<file path="config.mk">
export PLATFORM = sky130hd
export DESIGN_NAME = serial_channel
export DESIGN_NICKNAME = d
export VERILOG_FILES = /design/src/core/serial_channel_pkg.sv /design/src/core/tx_fifo_mem.sv /design/src/core/serial_channel.sv
export SDC_FILE = /design/constraint.sdc
export NUM_CORES = 1
export LEC_CHECK = 0
export BUFFER_PORTS_ARGS = -buffer_cell sky130_fd_sc_hd__buf_2
export CAP_MARGIN = 15
export CELL_PAD_IN_SITES_DETAIL_PLACEMENT = 1
export CELL_PAD_IN_SITES_GLOBAL_PLACEMENT = 1
export CORE_MARGIN = 2
export CORE_UTILIZATION = 42
export DETAILED_ROUTE_END_ITERATION = 7
export GPL_ROUTABILITY_DRIVEN = 0
export PLACE_DENSITY_LB_ADDON = 0.1
export SYNTH_ARGS = -nofsm -noshare
export SYNTH_HDL_FRONTEND = slang
export SYNTH_SLANG_ARGS = --single-unit
export TNS_END_PERCENT = 20
</file>
<file path="constraint.sdc">
create_clock -name hclk -period 2.8 [get_ports hclk]
set_input_delay 0.56 -clock hclk [delete_from_list [all_inputs] [get_ports hclk]]
set_output_delay 0.56 -clock hclk [all_outputs]
set_load 0.05 [all_outputs]
</file>
<file path="src/core/serial_channel_pkg.sv">
// Register map, field positions and constants of the serial channel
package serial_channel_pkg;

  // Register byte offsets
  localparam logic [7:0] ADDR_BUF   = 8'h00;
  localparam logic [7:0] ADDR_CTRL  = 8'h04;
  localparam logic [7:0] ADDR_MODE  = 8'h08;
  localparam logic [7:0] ADDR_MODE2 = 8'h0c;
  localparam logic [7:0] ADDR_TST   = 8'h10;
  localparam logic [7:0] ADDR_DMA   = 8'h14;
  localparam logic [7:0] ADDR_BAUD  = 8'h18;

  // serial_control_reg fields
  localparam int CR_PE   = 0;
  localparam int CR_EVEN = 1;
  localparam int CR_PARITY_ERROR_FLAG = 2;
  localparam int CR_FIFO_RX_ERROR_SUMMARY = 3;
  localparam int CR_RB8  = 4;
  localparam int CR_TB7  = 5;
  localparam int CR_RXF  = 6;
  localparam int CR_FERR = 7;

  // serial_mode_reg fields
  localparam int MD_MODE = 0;
  localparam int MD_MSB  = 2;
  localparam int MD_SCLK = 3;
  localparam int MD_RXE  = 4;
  localparam int MD_WAKE = 5;
  localparam int MD_TB8  = 6;

  // serial_mode_reg_two fields
  localparam int M2_STOP_LENGTH_SELECT = 0;
  localparam int M2_TFCS  = 1;

  // tx_fifo_status and dma_request_enable fields
  localparam int TST_TUR = 7;
  localparam int TST_LVL = 0;
  localparam int LVL_W   = 3;
  localparam int DMA_TX  = 0;
  localparam int DMA_RX  = 1;

  // Values after reset and sizes
  localparam logic        TUR_RST    = 1'b1;
  localparam logic [15:0] BAUD_RST   = 16'h0004;
  localparam int          FIFO_DEF   = 4;
  localparam logic [3:0]  SYNC_BITS  = 4'h8;

  typedef enum logic [1:0] {
    MODE_SYNC,
    MODE_7BIT,
    MODE_8BIT,
    MODE_9BIT
  } mode_t;

endpackage : serial_channel_pkg

</file>
<file path="src/core/tx_fifo_mem.sv">
// Small storage array for the transmit FIFO with registered read data
`timescale 1ns/1ns
module tx_fifo_mem #(
  parameter int WIDTH = 8,
  parameter int DEPTH = 4,
  parameter int AW    = 2
)(
  input  wire logic             hclk,
  input  wire logic             hresetn,
  input  wire logic             we,
  input  wire logic [AW-1:0]    waddr,
  input  wire logic [WIDTH-1:0] wdata,
  input  wire logic [AW-1:0]    raddr,
  output logic      [WIDTH-1:0] rdata
);

  logic [WIDTH-1:0] mem_r [DEPTH];

  always_ff @(posedge hclk)
  begin
    if (we)
    begin
      mem_r[waddr] <= wdata;
    end
  end

  always_ff @(posedge hclk or negedge hresetn)
  begin
    if (!hresetn)
    begin
      rdata <= '0;
    end
    else
    begin
      rdata <= mem_r[raddr];
    end
  end

endmodule : tx_fifo_mem

</file>
<file path="src/core/serial_channel.sv">
// Serial channel: AHB-Lite registers, transmit FIFO, shifters, parity, DMA
`timescale 1ns/1ns
module serial_channel
  import serial_channel_pkg::*;
#(
  parameter int CHANNEL    = 0,
  parameter int FIFO_DEPTH = FIFO_DEF
)(
  input  wire logic        hclk,
  input  wire logic        hresetn,
  input  wire logic        hsel,
  input  wire logic [31:0] haddr,
  input  wire logic [1:0]  htrans,
  input  wire logic        hwrite,
  input  wire logic [2:0]  hsize,
  input  wire logic [31:0] hwdata,
  input  wire logic        hready,
  output logic      [31:0] hrdata,
  output logic             hreadyout,
  output logic             hresp,
  input  wire logic        rxd,
  output logic             txd,
  input  wire logic        sclk_in,
  output logic             sclk_out,
  output logic             sclk_oe,
  input  wire logic        dma_busy,
  output logic             dma_rx_req,
  output logic             dma_tx_req,
  output logic             receive_irq,
  output logic             transmit_irq
);

  localparam int  AW     = $clog2(FIFO_DEPTH);
  localparam bit  DMA_OK = (CHANNEL != 1) && (CHANNEL != 3);

  typedef enum logic [1:0] {RX_IDLE, RX_START, RX_DATA, RX_STOP} rx_st_t;

  function automatic logic hit(input logic [31:0] a, input logic [7:0] off);
    return (a[31:8] == 24'h0) && (a[7:0] == off);
  endfunction : hit

  function automatic logic [7:0] bitrev(input logic [7:0] d);
    logic [7:0] r;
    r = '0;
    for (int i = 0; i < 8; i++)
    begin
      r[i] = d[7-i];
    end
    return r;
  endfunction : bitrev

  // Register state
  logic        pe_r, even_r, parity_error_flag_r, fifo_rx_error_summary_r, ferr_r, rb8_r, tb7_r;
  logic        rx_full_r, msb_r, sclko_r, rxe_r, wake_r, tb8_r, stop_length_select_r;
  logic        tur_r;
  logic [1:0]  dma_en_r;
  logic [15:0] baud_r;
  logic [7:0]  rx_data_r;
  mode_t       mode_r;

  // Bus state
  logic        acc_w_r;
  logic [31:0] acc_a_r;
  logic [31:0] hrdata_r;

  // Transmit state
  logic [AW-1:0]    wr_ptr_r, rd_ptr_r;
  logic [LVL_W-1:0] cnt_r;
  logic             avail_r;
  logic [7:0]       fifo_rd;
  logic             tx_busy_r, tx_par_r, sclk_r;
  logic [11:0]      tx_sh_r;
  logic [3:0]       tx_left_r;
  logic [15:0]      baud_cnt_r;

  // Receive state
  rx_st_t      rx_st_r;
  logic [15:0] rx_cnt_r;
  logic [3:0]  rx_n_r;
  logic [8:0]  rx_sh_r;
  logic        rx_done_r, rx_stop_r;
  logic        rxd_m_r, rxd_s_r, sclk_m_r, sclk_s_r, sclk_d_r;
  logic        tx_evt_r, rx_evt_r, dma_tx_r, dma_rx_r;

  // Address phase and data phase decode
  wire addr_ph = hsel && htrans[1] && hready;
  wire rd_acc  = addr_ph && !hwrite;
  wire wr_buf  = acc_w_r && hit(acc_a_r, ADDR_BUF);
  wire wr_ctrl = acc_w_r && hit(acc_a_r, ADDR_CTRL);
  wire wr_mode = acc_w_r && hit(acc_a_r, ADDR_MODE);
  wire wr_md2  = acc_w_r && hit(acc_a_r, ADDR_MODE2);
  wire wr_dma  = acc_w_r && hit(acc_a_r, ADDR_DMA);
  wire wr_baud = acc_w_r && hit(acc_a_r, ADDR_BAUD);
  wire rd_buf  = rd_acc && hit(haddr, ADDR_BUF);

  wire is_sync = (mode_r == MODE_SYNC);
  wire is_7    = (mode_r == MODE_7BIT);
  wire is_8    = (mode_r == MODE_8BIT);
  wire is_9    = (mode_r == MODE_9BIT);
  wire par_on  = pe_r && (is_7 || is_8);

  // FIFO control
  wire fifo_clr = wr_md2 && hwdata[M2_TFCS];
  wire fifo_ful = (cnt_r == LVL_W'(FIFO_DEPTH));
  wire push     = wr_buf && !fifo_ful && !fifo_clr;
  wire tx_load  = !tx_busy_r && (cnt_r != '0) && avail_r;

  // Clock edges for shifting
  wire tick     = (baud_cnt_r == 16'h0);
  wire master   = is_sync && sclko_r;
  wire m_rise   = master && tx_busy_r && tick && !sclk_r;
  wire m_fall   = master && tx_busy_r && tick && sclk_r;
  wire s_rise   = master ? m_rise : (sclk_s_r && !sclk_d_r);
  wire tx_step  = is_sync ? s_rise : tick;
  wire tx_done  = tx_busy_r && tx_step && (tx_left_r == 4'h1);

  // Frame assembly from the FIFO head
  wire p7 = ^fifo_rd[6:0] ^ ~even_r;
  wire p8 = ^fifo_rd ^ ~even_r;
  logic [8:0]  pay;
  logic [3:0]  plen;
  logic [11:0] frame;
  logic [3:0]  flen;

  always_comb
  begin
    pay  = 9'h1ff;
    plen = 4'h8;
    case (mode_r)
      MODE_7BIT:
      begin
        pay  = {1'b1, par_on ? p7 : 1'b1, fifo_rd[6:0]};
        plen = par_on ? 4'h8 : 4'h7;
      end
      MODE_8BIT:
      begin
        pay  = {par_on ? p8 : 1'b1, fifo_rd};
        plen = par_on ? 4'h9 : 4'h8;
      end
      MODE_9BIT:
      begin
        pay  = {tb8_r, fifo_rd};
        plen = 4'h9;
      end
      default:
      begin
        pay  = {1'b1, msb_r ? bitrev(fifo_rd) : fifo_rd};
        plen = SYNC_BITS;
      end
    endcase
  end

  // Async: start, data LSB first, parity, then 1 or 2 stop bits
  assign frame = is_sync ? {4'hf, pay[7:0]} : {2'b11, pay, 1'b0};
  assign flen  = is_sync ? SYNC_BITS
               : plen + 4'h2 + {3'h0, stop_length_select_r};

  // Received frame alignment and checks
  wire [8:0] rx_al   = rx_sh_r >> (4'h9 - plen);
  wire [7:0] rx_byte = (is_sync && msb_r) ? bitrev(rx_al[7:0])
                     : rx_al[7:0];
  wire rx_x    = is_7 ? ^rx_al[7:0] : ^rx_al;
  wire par_err = par_on && (rx_x ^ ~even_r);
  wire rx_drop = is_9 && wake_r && !rx_al[8];
  wire rx_keep = rx_done_r && !rx_drop;
  wire fr_err  = rx_keep && !is_sync && !rx_stop_r;

  // Read word assembly, unused bits stay zero
  logic [31:0] ctrl_w, mode_w, md2_w, tst_w, dma_w, rd_mux;

  always_comb
  begin
    ctrl_w = '0;
    mode_w = '0;
    md2_w  = '0;
    tst_w  = '0;
    dma_w  = '0;
    ctrl_w[CR_PE]   = pe_r;
    ctrl_w[CR_EVEN] = even_r;
    ctrl_w[CR_PARITY_ERROR_FLAG] = parity_error_flag_r;
    ctrl_w[CR_FIFO_RX_ERROR_SUMMARY] = fifo_rx_error_summary_r;
    ctrl_w[CR_RB8]  = rb8_r;
    ctrl_w[CR_TB7]  = tb7_r;
    ctrl_w[CR_RXF]  = rx_full_r;
    ctrl_w[CR_FERR] = ferr_r;
    mode_w[MD_MODE+:2] = mode_r;
    mode_w[MD_MSB]  = msb_r;
    mode_w[MD_SCLK] = sclko_r;
    mode_w[MD_RXE]  = rxe_r;
    mode_w[MD_WAKE] = wake_r;
    mode_w[MD_TB8]  = tb8_r;
    md2_w[M2_STOP_LENGTH_SELECT] = stop_length_select_r;
    tst_w[TST_TUR]  = tur_r;
    tst_w[TST_LVL+:LVL_W] = cnt_r;
    dma_w[DMA_TX+:2] = dma_en_r;
  end

  assign rd_mux = hit(haddr, ADDR_BUF)   ? {24'h0, rx_data_r} :
                  hit(haddr, ADDR_CTRL)  ? ctrl_w :
                  hit(haddr, ADDR_MODE)  ? mode_w :
                  hit(haddr, ADDR_MODE2) ? md2_w  :
                  hit(haddr, ADDR_TST)   ? tst_w  :
                  hit(haddr, ADDR_DMA)   ? dma_w  :
                  hit(haddr, ADDR_BAUD)  ? {16'h0, baud_r} : 32'h0;

  assign hrdata       = hrdata_r;
  assign hreadyout    = 1'b1;
  assign hresp        = 1'b0;
  assign txd          = tx_sh_r[0];
  assign sclk_out     = sclk_r;
  assign sclk_oe      = master;
  assign dma_rx_req   = dma_rx_r;
  assign dma_tx_req   = dma_tx_r;
  assign receive_irq  = rx_evt_r;
  assign transmit_irq = tx_evt_r;

  // Bus pipeline: write data is taken in the data phase
  always_ff @(posedge hclk or negedge hresetn)
  begin
    if (!hresetn)
    begin
      acc_w_r  <= 1'b0;
      acc_a_r  <= '0;
      hrdata_r <= '0;
    end
    else
    begin
      acc_w_r <= addr_ph && hwrite;
      if (addr_ph)
      begin
        acc_a_r <= haddr;
      end
      if (rd_acc)
      begin
        hrdata_r <= rd_mux;
      end
    end
  end

  // Software controls; hardware parity store overrides a same-cycle write
  always_ff @(posedge hclk or negedge hresetn)
  begin
    if (!hresetn)
    begin
      pe_r <= 1'b0; even_r <= 1'b0; mode_r <= MODE_SYNC; msb_r <= 1'b0;
      sclko_r <= 1'b0; rxe_r <= 1'b0; wake_r <= 1'b0; tb8_r <= 1'b0;
      tb7_r <= 1'b0; stop_length_select_r <= 1'b0; dma_en_r <= '0; baud_r <= BAUD_RST;
    end
    else
    begin
      if (wr_ctrl)
      begin
        pe_r   <= hwdata[CR_PE];
        even_r <= hwdata[CR_EVEN];
      end
      if (wr_mode)
      begin
        mode_r  <= mode_t'(hwdata[MD_MODE+:2]);
        msb_r   <= hwdata[MD_MSB];
        sclko_r <= hwdata[MD_SCLK];
        rxe_r   <= hwdata[MD_RXE];
        wake_r  <= hwdata[MD_WAKE];
        tb8_r   <= hwdata[MD_TB8];
      end
      if (wr_md2)
      begin
        stop_length_select_r <= hwdata[M2_STOP_LENGTH_SELECT];
      end
      if (wr_dma)
      begin
        dma_en_r <= hwdata[DMA_TX+:2];
      end
      if (wr_baud)
      begin
        baud_r <= hwdata[15:0];
      end
      if (tx_done && par_on && is_7)
      begin
        tb7_r <= tx_par_r;
      end
      if (tx_done && par_on && is_8)
      begin
        tb8_r <= tx_par_r;
      end
    end
  end

  // Transmit FIFO pointers and fill level
  always_ff @(posedge hclk or negedge hresetn)
  begin
    if (!hresetn)
    begin
      wr_ptr_r <= '0;
      rd_ptr_r <= '0;
      cnt_r    <= '0;
      avail_r  <= 1'b0;
    end
    else if (fifo_clr)
    begin
      wr_ptr_r <= '0;
      rd_ptr_r <= '0;
      cnt_r    <= '0;
      avail_r  <= 1'b0;
    end
    else
    begin
      wr_ptr_r <= wr_ptr_r + AW'(push);
      rd_ptr_r <= rd_ptr_r + AW'(tx_load);
      cnt_r    <= cnt_r + LVL_W'(push) - LVL_W'(tx_load);
      avail_r  <= (cnt_r != '0);
    end
  end

  tx_fifo_mem #(
    .WIDTH (8),
    .DEPTH (FIFO_DEPTH),
    .AW    (AW)
  ) u_tx_mem (
    .hclk    (hclk),
    .hresetn (hresetn),
    .we      (push),
    .waddr   (wr_ptr_r),
    .wdata   (hwdata[7:0]),
    .raddr   (rd_ptr_r),
    .rdata   (fifo_rd)
  );

  // Bit rate divider, restarted at each frame load
  always_ff @(posedge hclk or negedge hresetn)
  begin
    if (!hresetn)
    begin
      baud_cnt_r <= '0;
    end
    else if (tx_load || tick)
    begin
      baud_cnt_r <= baud_r - 16'h1;
    end
    else
    begin
      baud_cnt_r <= baud_cnt_r - 16'h1;
    end
  end

  // Transmit shifter; idle line and stop bits are ones
  always_ff @(posedge hclk or negedge hresetn)
  begin
    if (!hresetn)
    begin
      tx_busy_r <= 1'b0;
      tx_sh_r   <= 12'hfff;
      tx_left_r <= '0;
      tx_par_r  <= 1'b0;
      sclk_r    <= 1'b1;
    end
    else
    begin
      if (tx_load)
      begin
        tx_busy_r <= 1'b1;
        tx_sh_r   <= frame;
        tx_left_r <= flen;
        tx_par_r  <= is_7 ? p7 : p8;
      end
      else if (tx_busy_r && tx_step)
      begin
        tx_sh_r   <= {1'b1, tx_sh_r[11:1]};
        tx_left_r <= tx_left_r - 4'h1;
        tx_busy_r <= !tx_done;
      end
      if (m_fall || m_rise)
      begin
        sclk_r <= !sclk_r;
      end
    end
  end

  // Underrun: a finished frame with nothing queued; set wins over clear
  always_ff @(posedge hclk or negedge hresetn)
  begin
    if (!hresetn)
    begin
      tur_r <= TUR_RST;
    end
    else if (tx_done && (cnt_r == '0))
    begin
      tur_r <= 1'b1;
    end
    else if (wr_buf)
    begin
      tur_r <= 1'b0;
    end
  end

  // Input synchronisers
  always_ff @(posedge hclk or negedge hresetn)
  begin
    if (!hresetn)
    begin
      {rxd_m_r, rxd_s_r} <= 2'b11;
      {sclk_m_r, sclk_s_r, sclk_d_r} <= 3'b111;
    end
    else
    begin
      rxd_m_r  <= rxd;
      rxd_s_r  <= rxd_m_r;
      sclk_m_r <= sclk_in;
      sclk_s_r <= sclk_m_r;
      sclk_d_r <= sclk_s_r;
    end
  end

  // Receive shifter: mode 0 on clock rises, async by mid-bit sampling
  always_ff @(posedge hclk or negedge hresetn)
  begin
    if (!hresetn)
    begin
      rx_st_r   <= RX_IDLE;
      rx_cnt_r  <= '0;
      rx_n_r    <= '0;
      rx_sh_r   <= '0;
      rx_done_r <= 1'b0;
      rx_stop_r <= 1'b1;
    end
    else
    begin
      rx_done_r <= 1'b0;
      rx_cnt_r  <= rx_cnt_r - 16'h1;
      case (rx_st_r)
        RX_IDLE:
        begin
          if (rxe_r && is_sync && s_rise)
          begin
            rx_sh_r   <= {rxd_s_r, rx_sh_r[8:1]};
            rx_n_r    <= (rx_n_r == SYNC_BITS - 4'h1) ? 4'h0 : rx_n_r + 4'h1;
            rx_done_r <= (rx_n_r == SYNC_BITS - 4'h1);
          end
          else if (rxe_r && !is_sync && !rxd_s_r)
          begin
            rx_cnt_r <= {1'b0, baud_r[15:1]};
            rx_st_r  <= RX_START;
          end
        end
        RX_START:
        begin
          if (rx_cnt_r == 16'h0)
          begin
            rx_cnt_r <= baud_r - 16'h1;
            rx_n_r   <= '0;
            rx_st_r  <= rxd_s_r ? RX_IDLE : RX_DATA;
          end
        end
        RX_DATA:
        begin
          if (rx_cnt_r == 16'h0)
          begin
            rx_sh_r  <= {rxd_s_r, rx_sh_r[8:1]};
            rx_n_r   <= rx_n_r + 4'h1;
            rx_cnt_r <= baud_r - 16'h1;
            if (rx_n_r == plen - 4'h1)
            begin
              rx_st_r <= RX_STOP;
            end
          end
        end
        RX_STOP:
        begin
          if (rx_cnt_r == 16'h0)
          begin
            rx_stop_r <= rxd_s_r;
            rx_done_r <= 1'b1;
            rx_n_r    <= '0;
            rx_st_r   <= RX_IDLE;
          end
        end
        default:
        begin
          rx_st_r <= RX_IDLE;
        end
      endcase
    end
  end

  // Receive buffer and error flags; hardware set wins over software clear
  always_ff @(posedge hclk or negedge hresetn)
  begin
    if (!hresetn)
    begin
      rx_data_r <= '0; rb8_r <= 1'b0; rx_full_r <= 1'b0;
      parity_error_flag_r <= 1'b0; fifo_rx_error_summary_r <= 1'b0; ferr_r <= 1'b0;
    end
    else
    begin
      if (rx_keep)
      begin
        rx_data_r <= rx_byte;
        rb8_r     <= rx_al[8];
      end
      if (rx_keep)
        rx_full_r <= 1'b1;
      else if (rd_buf)
        rx_full_r <= 1'b0;
      if (rx_keep && par_err)
        parity_error_flag_r <= 1'b1;
      else if (wr_ctrl && hwdata[CR_PARITY_ERROR_FLAG])
        parity_error_flag_r <= 1'b0;
      if (rx_keep && par_err)
        fifo_rx_error_summary_r <= 1'b1;
      else if (wr_ctrl && hwdata[CR_FIFO_RX_ERROR_SUMMARY])
        fifo_rx_error_summary_r <= 1'b0;
      if (fr_err)
        ferr_r <= 1'b1;
      else if (wr_ctrl && hwdata[CR_FERR])
        ferr_r <= 1'b0;
    end
  end

  // Events and DMA requests; a request during a busy transfer is lost
  always_ff @(posedge hclk or negedge hresetn)
  begin
    if (!hresetn)
    begin
      tx_evt_r <= 1'b0;
      rx_evt_r <= 1'b0;
      dma_tx_r <= 1'b0;
      dma_rx_r <= 1'b0;
    end
    else
    begin
      tx_evt_r <= tx_load;
      rx_evt_r <= rx_keep;
      dma_tx_r <= DMA_OK && tx_load && dma_en_r[DMA_TX]
                  && !dma_busy;
      dma_rx_r <= DMA_OK && rx_keep && dma_en_r[DMA_RX]
                  && !dma_busy;
    end
  end

endmodule : serial_channel

</file>
==> After elaboration in Yosys (flattened, before gate mapping) <==
Memory sizes are Yosys's and may differ from the RTL's. A register that Yosys moved wholly into a read port is not among the register bits.
Cells that the tools add are included.
{ "totals": {"ff_bits": 193, "ramBits": 32, "in_bits": 77, "out_inout_bits": 41, "wordCells": 270, "n_memories": 1} }
{ "memory_table": {"columns": ["name", "depth", "word_bits", "rd", "rd_ports_with_merged_regs", "write_ports", "line_no", "text"], "rows": [
  ["u_tx_mem.mem_r", 4, 8, 1, 1, 1, "tx_fifo_mem.sv:17", "logic [WIDTH-1:0] mem_r [DEPTH];"]
]} }
{ "op_classes": {"n_addsub": 13, "n_eq_ne": 29, "shifts": 1, "n_mux": 69, "bitwise": 4, "reduce_logical": 106} }
{ "op_table": {"columns": ["op", "n"], "rows": [
  ["$mux 16", 11],
  ["$logic_and 1x1->1", 61],
  ["$logic_not 24->1", 2],
  ["$sub 16x1->16 const B", 3],
  ["$eq 8x5->1 const B", 5],
  ["$eq 8x4->1 const B", 4],
  ["$logic_not 16->1", 2],
  ["$mux 4", 8],
  ["$pmux 16 s2", 1],
  ["$pmux 9 s3", 1],
  ["$mux 1", 26],
  ["$mux 12", 2],
  ["$pmux 4 s3", 2],
  ["$mux 2", 9],
  ["$mux 9", 2],
  ["$pmux 9 s2", 1],
  ["$eq 8x3->1 const B", 2],
  ["$logic_not 8->1", 2],
  ["$mux 8", 2],
  ["$reduce_bool 2->1", 8],
  ["$reduce_xor 8->1", 2],
  ["$logic_not 1->1", 14],
  ["$ne 2x2->1 const B", 7],
  ["$mux 10", 1],
  ["other kinds (31)", 44]
]} }

==> Longest topological paths before layout <==
Gate-level depths: netlist (run 1).
{ "logic_depth": {"word_depth": 14, "ltp_mapped": 13, "mapped_depth_nobuf": 13} }

==> Modules after synthesis <==
A second synthesis (run 1) with hierarchy kept.
{ "hier_totals": {"hier_cells": 979, "hier_area_um2": 10837.9} }
{ "by_module_without_submodules": {"columns": ["module", "instances", "cells_per_inst", "area_per_inst_um2", "seq_area_each_um2"], "rows": [
  ["serial_channel", 1, 925, 9449.1, 4403.0],
  ["tx_fifo_mem", 1, 54, 1388.8, 1161.1]
]} }

==> Worst setup path before layout (run 1) <==
Ideal clock, no wire load.
{ "synth_path": {"path_type": "flip-flop to flip-flop", "from": "reg mode_r[1]", "to": "reg fifo_rx_error_summary_r", "setup_ns": 0.122, "t_arrival_ns": 2.728, "required_time_ns": 2.678, "path_slack_ns": -0.050, "stages_incl_launch_ff": 11, "n_path_buf": 1, "period_less_slack_ns": 2.850, "cell_sequence": "dfrtp_1 -> inv_1 -> ha_1 -> buf_2 -> a2111oi_2 -> mux2_2 -> nand3_1 -> o221ai_1 -> xor3_1 -> xnor3_1 -> o21ai_1"} }
{ "synth_via": {"elab_chain_len": 13, "word_cells_on_any_way": 23, "cone_classes": "1 x add/sub; 3 x eq/ne; 1 x shift; 5 x mux; 1 x bitwise; 12 x reduce/logical"} }
{ "synth_rtl": {"columns": ["item", "line_no", "text"], "rows": [
  ["from (decl)", "serial_channel.sv:59", "mode_t mode_r;"],
  ["from (signal assigned)", "serial_channel.sv:258", "mode_r <= mode_t'(hwdata[MD_MODE+:2]);"],
  ["$eq 2x1->1 / $eq 2x2->1 (equally long branches)", "serial_channel.sv:97, serial_channel.sv:129, serial_channel.sv:98", null],
  ["$logic_or 1x1->1", "serial_channel.sv:100", "wire par_on = pe_r && (is_7 || is_8);"],
  ["$logic_and 1x1->1", "serial_channel.sv:100", null],
  ["$mux 1 / $mux 4 (equally long branches)", "serial_channel.sv:138, serial_channel.sv:133", null],
  ["$pmux 4 s3", "serial_channel.sv:129", "case (mode_r)"],
  ["$sub 4x4->4", "serial_channel.sv:159", "wire [8:0] rx_al = rx_sh_r >> (4'h9 - plen);"],
  ["$shr 9x4->9", "serial_channel.sv:159", null],
  ["$reduce_xor 9->1 (tied with other cells)", "serial_channel.sv:162", "wire rx_x = is_7 ? ^rx_al[7:0] : ^rx_al;"],
  ["$mux 1 / $logic_and 1x1->1 (equally long branches)", "serial_channel.sv:162, serial_channel.sv:164", null],
  ["$xor 1x1->1 / $logic_not 1->1 (equally long branches)", "serial_channel.sv:163, serial_channel.sv:165", null],
  ["$logic_and 1x1->1, on equally long branches", "serial_channel.sv:163, serial_channel.sv:165", null],
  ["$logic_and 1x1->1 (*)", "serial_channel.sv:507", "if (rx_keep && par_err)"],
  ["$mux 1 / $reduce_bool 2->1 (equally long branches)", null, null],
  ["to (signal assigned)", "serial_channel.sv:490", "parity_error_flag_r <= 1'b0; fifo_rx_error_summary_r <= 1'b0; ferr_r <= 1'b0;"],
  ["to (signal assigned)", "serial_channel.sv:508", "fifo_rx_error_summary_r <= 1'b1;"],
  ["to (signal assigned)", "serial_channel.sv:510", "fifo_rx_error_summary_r <= 1'b0;"],
  ["to (decl)", "serial_channel.sv:53", "logic pe_r, even_r, parity_error_flag_r, fifo_rx_error_summary_r, ferr_r, rb8_r, tb7_r;"]
]} }
Every way passes the cells marked *; elsewhere a longest branch is shown, timed or not.
A chain may end at the register's enable or synchronous reset.

==> Final worst setup path (run 1) <==
{ "layout_path": {"from": "reg acc_a_r[5]", "to": "reg cnt_r[2]"} }
{ "layout_via": {"elab_chain_len": 9, "word_cells_on_any_way": 13, "cone_classes": "2 x add/sub; 1 x eq/ne; 1 x mux; 9 x reduce/logical"} }
{ "layout_rtl": {"columns": ["item", "line_no", "text"], "rows": [
  ["from (decl)", "serial_channel.sv:63", "logic [31:0] acc_a_r;"],
  ["from (signal assigned)", "serial_channel.sv:231", "acc_a_r <= haddr;"],
  ["$eq 8x4->1", "serial_channel.sv:39", "return (a[31:8] == 24'h0) && (a[7:0] == off);"],
  ["$logic_and 1x1->1", "serial_channel.sv:39", null],
  ["$logic_and 1x1->1", "serial_channel.sv:91", "wire wr_md2 = acc_w_r && hit(acc_a_r, ADDR_MODE2);"],
  ["$logic_and 1x1->1", "serial_channel.sv:103", "wire fifo_clr = wr_md2 && hwdata[M2_TFCS];"],
  ["$logic_not 1->1", "serial_channel.sv:105", "wire push = wr_buf && !fifo_ful && !fifo_clr;"],
  ["$logic_and 1x1->1", "serial_channel.sv:105", null],
  ["$add 3x1->3", "serial_channel.sv:309", "cnt_r <= cnt_r + LVL_W'(push) - LVL_W'(tx_load);"],
  ["$sub 3x1->3", "serial_channel.sv:309", null],
  ["$mux 3 (*)", "serial_channel.sv:298", "else if (fifo_clr)"],
  ["to (signal assigned)", "serial_channel.sv:309", null],
  ["to (decl)", "serial_channel.sv:68", "logic [LVL_W-1:0] cnt_r;"]
]} }
Marks and branches as above.

==> impl_metrics.ini, run 1 <==
[run_status]
outcome = finished with violations
violations = negative setup slack

[power_and_ir_drop]
p_int_uw = 6820
ir_worst_vdd_v = 0.000538
p_switching_uw = 3280
leakagePower_uw = 0.00564
seqPwrFrac = 0.426
p_clk_frac = 0.305
p_total_uw = 10100
power.density_nw_per_um2 = 777
p_sw_frac = 0.324
power_frac_comb = 0.269

[die]
die_w_microns = 165
die_h_microns = 165
rows = 59
pin_count = 118
coreArea_sq_um = 25800
dieArea_sq_um = 27400
floorplan.initialDensity = 0.424

[setup_path]
endpoint_kind = flop
crit_path_end = cnt_r[2]
reg2reg_slack_ns = -0.05
r2r_cells = 13
critPathMaxStageDelay_ns = 0.40
arrival_ns = 3.28
crit_path_start = acc_a_r[5]
worst_r2r_endpoint = cnt_r[2]
start_kind = flop
cp_max_fo = 2
crit_type = flop to flop
path_cells = nor4_2 -> nand4_1 -> or3_4 -> nor3_4 -> nand2_1 -> ha_1 -> inv_1 -> ha_1 -> inv_1 -> fa_2 -> xor2_1 -> xnor2_1 -> nor2_1
crit_slowest_cell = dfrtp_1
worstPathRequired_ns = 3.23
timing.rr.start = acc_a_r[5]

[synth]
async_reset_ff_frac = 0.851
ys_types = 77
synth_area_per_cell_sq_um = 10.8
yosysTopAreaCell = dfrtp_1
synth_edf_count = 32
synthFlopType = dfrtp_1
synth_top_area_frac = 0.375
seq_area_frac_synth = 0.508
synthesis.area_sq_um = 11000
postSynthCellCount = 1013
synth_warnings = 0
synth_area_leaders = dfrtp_1 (37%), edfxtp_1 (8.8%), mux2_2 (7.5%)
synth_seq_cells = 215

[layout]
antenna_cells = 0
drive_above_1_share = 0.272
utilization = 0.503
fin_nets = 1243
areaGrowthSynthToFinish_pct = 18.7
n_fill_cell = 2841

[clock_tree]
cts_htree_levels = 1
clock_latency_ns = 0.54
cts.sinks = 215
cts_buffers = 25
clockRootBuffer = clkbuf_16
cts_tree = built
clockBufferDepth = 3
cts.clk_slew.worst_paths_ns = 0.06

[sta]
relSlewSlack = 0.395
setup_viol = 4
tightest_slew_ns = 0.907
max_clock_freq_mhz = 350
period_minus_slack_ns = 2.85
timing.final.crit_share = 1.02
drv_slew = 0
fin_ws_ns = -0.0550
skew_ns = 0.0227
rsz0062_at_grt = yes
hold_violations = 0

[global_route]
grt_pass1_wl_microns = 47700
track_usage = 0.224
grt_overflow = 0
first_global_vias = 8514
grt_max_degree = 69
antenna_found_initial = 0

[min_path]
hold_start = rxd
min_path_cells = 1
hold_class = input pin to flop

[route]
ant_nets = 0
detail_route.iter0.violations = 471
wire_per_inst_microns = 20.1
drt_first_pass_iters = 5
drc = 0
wl_microns = 30100
drt-vias-per-instance = 5.56
vias = 8318

[placed_design]
io_buffers = 79
hpwlAfterDp_microns = 21500

[run]
max_cap_violations = 0
-- sequential cells by signal (all words and copies together) (netlist names), 2 cells and up, named ones only --
signal and cells:
tx_left_r 4, baud_r 16, rx_data_r 8, rx_n_r 4, wr_ptr_r 2, baud_cnt_r 16, rx_cnt_r 16, mode_r 2
rd_ptr_r 2, cnt_r 3, tx_sh_r 10, u_tx_mem.rdata 8, acc_a_r 32, hrdata 16, rx_sh_r 9, dma_en_r 2
u_tx_mem.mem_r 32
-- per-layer routing --
layer | routed length (microns) | GRT usage | vias up | share of wire
li1 | - | - | 3869 | -
met1 | 13900 | 0.325 | 4240 | 0.46
met2 | 14300 | 0.363 | 171 | 0.48
met3 | 1370 | 0.0280 | 38 | 0.046
met4 | 443 | 0.0439 | 0 | 0.015
met5 | 0 | 0 | - | 0
-- area by class of cell --
| class | instances | area [sq um] | share of cell area |
|---|---|---|---|
| clock buffer | 35 | 673 | 0.0518 |
| clock inverter | 11 | 92.6 | 0.00712 |
| inverter | 31 | 116 | 0.00895 |
| multi-input combinational | 717 | 5110 | 0.393 |
| sequential | 215 | 5570 | 0.428 |
| tap | 335 | 419 | 0.0323 |
| timing repair buffer | 151 | 1020 | 0.0787 |
-- power groups by stage --
stage          clock network [uW]  registers [uW]  logic (uW)
5_1_grt                      3300            4390        3040
4_1_cts                      3170            4290        2750
3_3_place_gp                    0            4310        2640
6_report                     3080            4300        2710
2_1_floorplan                   0            4150        2030
3_5_place_dp                    0            4320        2710
-- cell families (layout without fill, tap and decap cells) --
logic type | count (synthesis) | after routing | share of synthesized area
buffers and inverters | 97 | 228 | 0.0406
AOI/OAI and AO/OA | 197 | 197 | 0.116
DFF | 215 | 215 | 0.508
muxes | 98 | 98 | 0.108
other | 2 | 18 | 0.000686
and+or+nand+nor | 312 | 312 | 0.139
xor gates and xnor gates | 67 | 67 | 0.0575
adders and majority gates | 25 | 25 | 0.0293
-- repair_timing --
action	4_1_cts	5_1_grt
gates resized for setup	8	14
pin swaps	3	9
setup buffers	8	0
hold buffers	1	0
setup endpoints to repair	5	28
endpoints found under the hold margin	20	0
-- cells in the mapped netlist (all sizes together), types with 3 or more instances --
master and n:
nor2 70, ha 24, mux2 74, and3 5
and2 5, nand2b 6, xor2 26, dfstp 19
o211ai 6, or4 5, clkbuf 43, a21boi 4
nand4 5, nor2b 5, a31oi 11, edfxtp 32
o22ai 19, a221oi 8, a22oi 5, buf 23
mux2i 15, nor4 25, mux4 9, and4b 3
nor3 29, or3 8, o21ai 52, or2 4
dfrtp 164, nor4b 5, a21o 5, a21oi 47
inv 30, nor3b 6, xnor2 38, nand2 107
a211oi 5, nand3 18, a22o 13
-- per-stage QoR --
stage | instance area, sq um | instances | hold slack [ns] | worst slack [ns] | setup TNS (ns)
final | 13000 | 1495 | 0.136 | -0.0550 | -0.150
after global routing | 13000 | 1495 | 0.121 | -0.250 | -1.58
after CTS | 12900 | 1495 | 0.113 | -0.0923 | -0.236
after detailed placement | 12100 | 1440 | 0.349 | -0.264 | -0.492
after global placement | 12100 | 1440 | 0.346 | -0.133 | -0.133
after floorplan | 11000 | 1029 | 0.264 | 0.0113 | 0
-- worst max-delay path: cells and delay by family (launching register included) --
family / cells / cell delay [ns]
and+or+nand+nor: 6 / 1.15
xor gates and xnor gates: 2 / 0.33
adders and majority gates: 3 / 0.75
DFF: 1 / 0.40
buffers and inverters: 2 / 0.11
-- placed cells by master (no fill, tap or decap), drive strengths merged, types with 6 or more instances in the layout --
| cell type | Yosys | routed |
|---|---|---|
| a21oi | 47 | 47 |
| a221oi | 8 | 8 |
| a22o | 13 | 13 |
| a31oi | 11 | 11 |
| buf | 23 | 149 |
| clkbuf | 43 | 36 |
| clkinv | 1 | 10 |
| conb | 2 | 18 |
| dfrtp | 164 | 164 |
| dfstp | 19 | 19 |
| edfxtp | 32 | 32 |
| ha | 24 | 24 |
| inv | 30 | 31 |
| mux2 | 74 | 74 |
| mux2i | 15 | 15 |
| mux4 | 9 | 9 |
| nand2 | 107 | 107 |
| nand2b | 6 | 6 |
| nand3 | 18 | 18 |
| nor2 | 70 | 70 |
| nor3 | 29 | 29 |
| nor3b | 6 | 6 |
| nor4 | 25 | 25 |
| o211ai | 6 | 6 |
| o21ai | 52 | 52 |
| o22ai | 19 | 19 |
| or3 | 8 | 8 |
| xnor2 | 38 | 38 |
| xor2 | 26 | 26 |
-- how the worst min path moves through the flow --
stage,endpoint
final,rxd_m_r
after global routing,sclk_m_r
after CTS,rxd_m_r
after detailed placement,sclk_s_r
after global placement,rxd_s_r
after floorplan,async pin
No activity file was read; power rests on OpenSTA's default activity.
==> run 2: changes to the inputs <==
- BUFFER_PORTS_ARGS: -buffer_cell sky130_fd_sc_hd__buf_2 -> default
- CORE_ASPECT_RATIO: default -> 0.5
- CORE_MARGIN: 2 -> default
- CORE_UTILIZATION: 42 -> 46
- DONT_BUFFER_PORTS: default -> 1
==> run 2 against run 1 <==
  * Sequential cell count unchanged
  * Critical endpoint unchanged
  * Total power down 4.7%
  * Clock power down 13%
  * Maximum frequency is 0.84% higher
  * The flow finishes with violations (design-rule violations, negative hold slack, negative setup slack)
  * Via count shrank 4.9%
  * Wire length shrank 0.57%
  * Sequential share of layout area grew 2.1 points
  * Highest routed layer unchanged
==> impl_metrics.ini, run 2 (synthesis results as in run 1) <==
[power_and_ir_drop]
leakagePower_uw = 0.00520
ir_worst_vdd_v = 0.000415
power.density_nw_per_um2 = 777

[route]
vias = 7908
wire_per_inst_microns = 21.7
ant_nets = 0
drc = 8
drt_first_pass_iters = 7
detail_route.iter0.violations = 507
wl_microns = 29900
drt-vias-per-instance = 5.73

[setup_path]
critPathBufInv = 2
cp_top_family = simple AND/OR/NAND/NOR gates
crit_type = flop to flop
crit_slowest_cell = or3_4
reg2reg_slack_ns = -0.03
arrival_ns = 3.23
crit_top_cell = ha_4
path_cells = nor4_2 -> nand4_1 -> or3_4 -> nor3_4 -> nand2_2 -> ha_4 -> inv_4 -> ha_4 -> inv_2 -> fa_2 -> xor2_1 -> xnor2_1 -> nor2_1
timing.rr.start = acc_a_r[9]
cp_max_fo = 2
start_kind = flop
critPathMaxStageDelay_ns = 0.42
worst_r2r_endpoint = cnt_r[2]
r2r_cells = 13
endpoint_kind = flop
worstPathRequired_ns = 3.20

[run_status]
outcome = finished with violations
violations = design-rule violations, negative hold slack, negative setup slack

[sta]
timing.final.crit_share = 1.01
drv_slew = 0
hold_violations = 174
fin_ws_ns = -0.0312
relSlewSlack = 0.612
period_minus_slack_ns = 2.83
finalSetupTns_ns = -0.0312
tightest_slew_ns = 0.582
skew_ns = 0.0131
rsz0062_at_grt = yes
timing.hold.ws_ns = -0.250
setup_viol = 1
max_clock_freq_mhz = 353

[layout]
multiInputGateArea_sq_um = 5120
final_cell_mix = dfrtp_1 (162), nand2_1 (106), mux2_2 (73)
antenna_cells = 0
areaGrowthSynthToFinish_pct = 13.0
fin_nets = 1160
n_fill_cell = 2457
largestRegisters = acc_a_r x32, u_tx_mem.mem_r x32
final_common_cell = dfrtp_1
drive_above_1_share = 0.224
design_area_sq_um = 12400
register_area_sq_um = 5570

[placed_design]
io_buffers = 0
hpwlAfterDp_microns = 21200
placed_area_sq_um = 11600

[die]
rows = 39
floorplan.initialDensity = 0.474
die_w_microns = 220
pin_count = 118
dieArea_sq_um = 24500
coreArea_sq_um = 23100
die_h_microns = 111

[run]
max_cap_violations = 0

[clock_tree]
cts_tree = built
clockRootBuffer = clkbuf_16
cts.clk_slew.worst_paths_ns = 0.06
cts_buffers = 21
cts_htree_levels = 1
cts.sinks = 215
clockBufferDepth = 3
clock_latency_ns = 0.52

[global_route]
first_global_vias = 8536
antenna_found_initial = 0
grt_overflow = 0
track_usage = 0.255
grt_max_degree = 184
grt_pass1_wl_microns = 48200

[min_path]
hold_class = input pin to async pin
## run 2: cell count changes in the layout (fill, tap and decap cells not counted), sizes merged
cell and change:
clkinvlp +4, clkinv -3, bufinv -1, inv -1
buf -77, dlygate4sd3 -1, clkbuf -9
## run 2: layer usage
layer,GRT usage,vias up,part of all wire
li1,-,3706,-
met1,0.358,4044,0.47
met2,0.413,134,0.47
met3,0.0494,24,0.046
met4,0.0409,0,0.011
met5,0,-,0
## run 2: area by class of cell
| cell class | instances | share of cell area |
|---|---|---|
| Sequential cell | 215 | 0.450 |
| Clock inverter | 10 | 0.00505 |
| Tap cell | 307 | 0.0310 |
| Clock buffer | 27 | 0.0451 |
| Multi-Input combinational cell | 717 | 0.414 |
| Inverter | 31 | 0.00960 |
| Timing Repair Buffer | 72 | 0.0457 |
## run 2: worst register-to-register path: cells and delay by family, from the launching register on
family	cells	cell delay [ns]
simple gates	6	1.28
flops	1	0.38
fa+ha+maj	3	0.67
xor+xnor	2	0.31
buf+inv	2	0.08
## run 2: stage by stage
stage	worst slack [ns]	power (uW)	instances	util
5_1_grt	-0.145	10200	1379	0.536
2_1_floorplan	0.0113	6190	1029	-
3_3_place_gp	-0.264	6800	1338	0.503
6_report	-0.0312	9620	1379	0.536
4_1_cts	-0.131	9670	1376	0.532
3_5_place_dp	-0.414	6950	1338	0.503
## run 2: worst max path at each step
stage / slack, ns / cells after the start / to / startpoint
finish: -0.03 / 13 / cnt_r[2] / acc_a_r[9]
global route: -0.14 / 13 / cnt_r[2] / acc_a_r[16]
CTS: -0.13 / 13 / cnt_r[2] / acc_a_r[16]
detailed placement: -0.41 / 13 / cnt_r[2] / acc_a_r[9]
global placement: -0.26 / 13 / cnt_r[2] / acc_a_r[9]
floorplan: 0.01 / 12 / fifo_rx_error_summary_r / mode_r[1]
## run 2: repair_timing
action | CTS | global route
endpoints found under the hold margin | 183 | 175
pin swaps | 2 | 2
cloned | 0 | 0
gates resized for setup | 9 | 15
setup buffers | 1 | 3
endpoints found under the setup margin | 10 | 17
## run 2: power breakdown
group | switching [uW] | leakage, uW | internal [uW]
clock network | 1270 | 0.000294 | 1420
logic | 1300 | 0.00238 | 1310
registers | 590 | 0.00252 | 3740
total | 3160 | 0.00520 | 6470
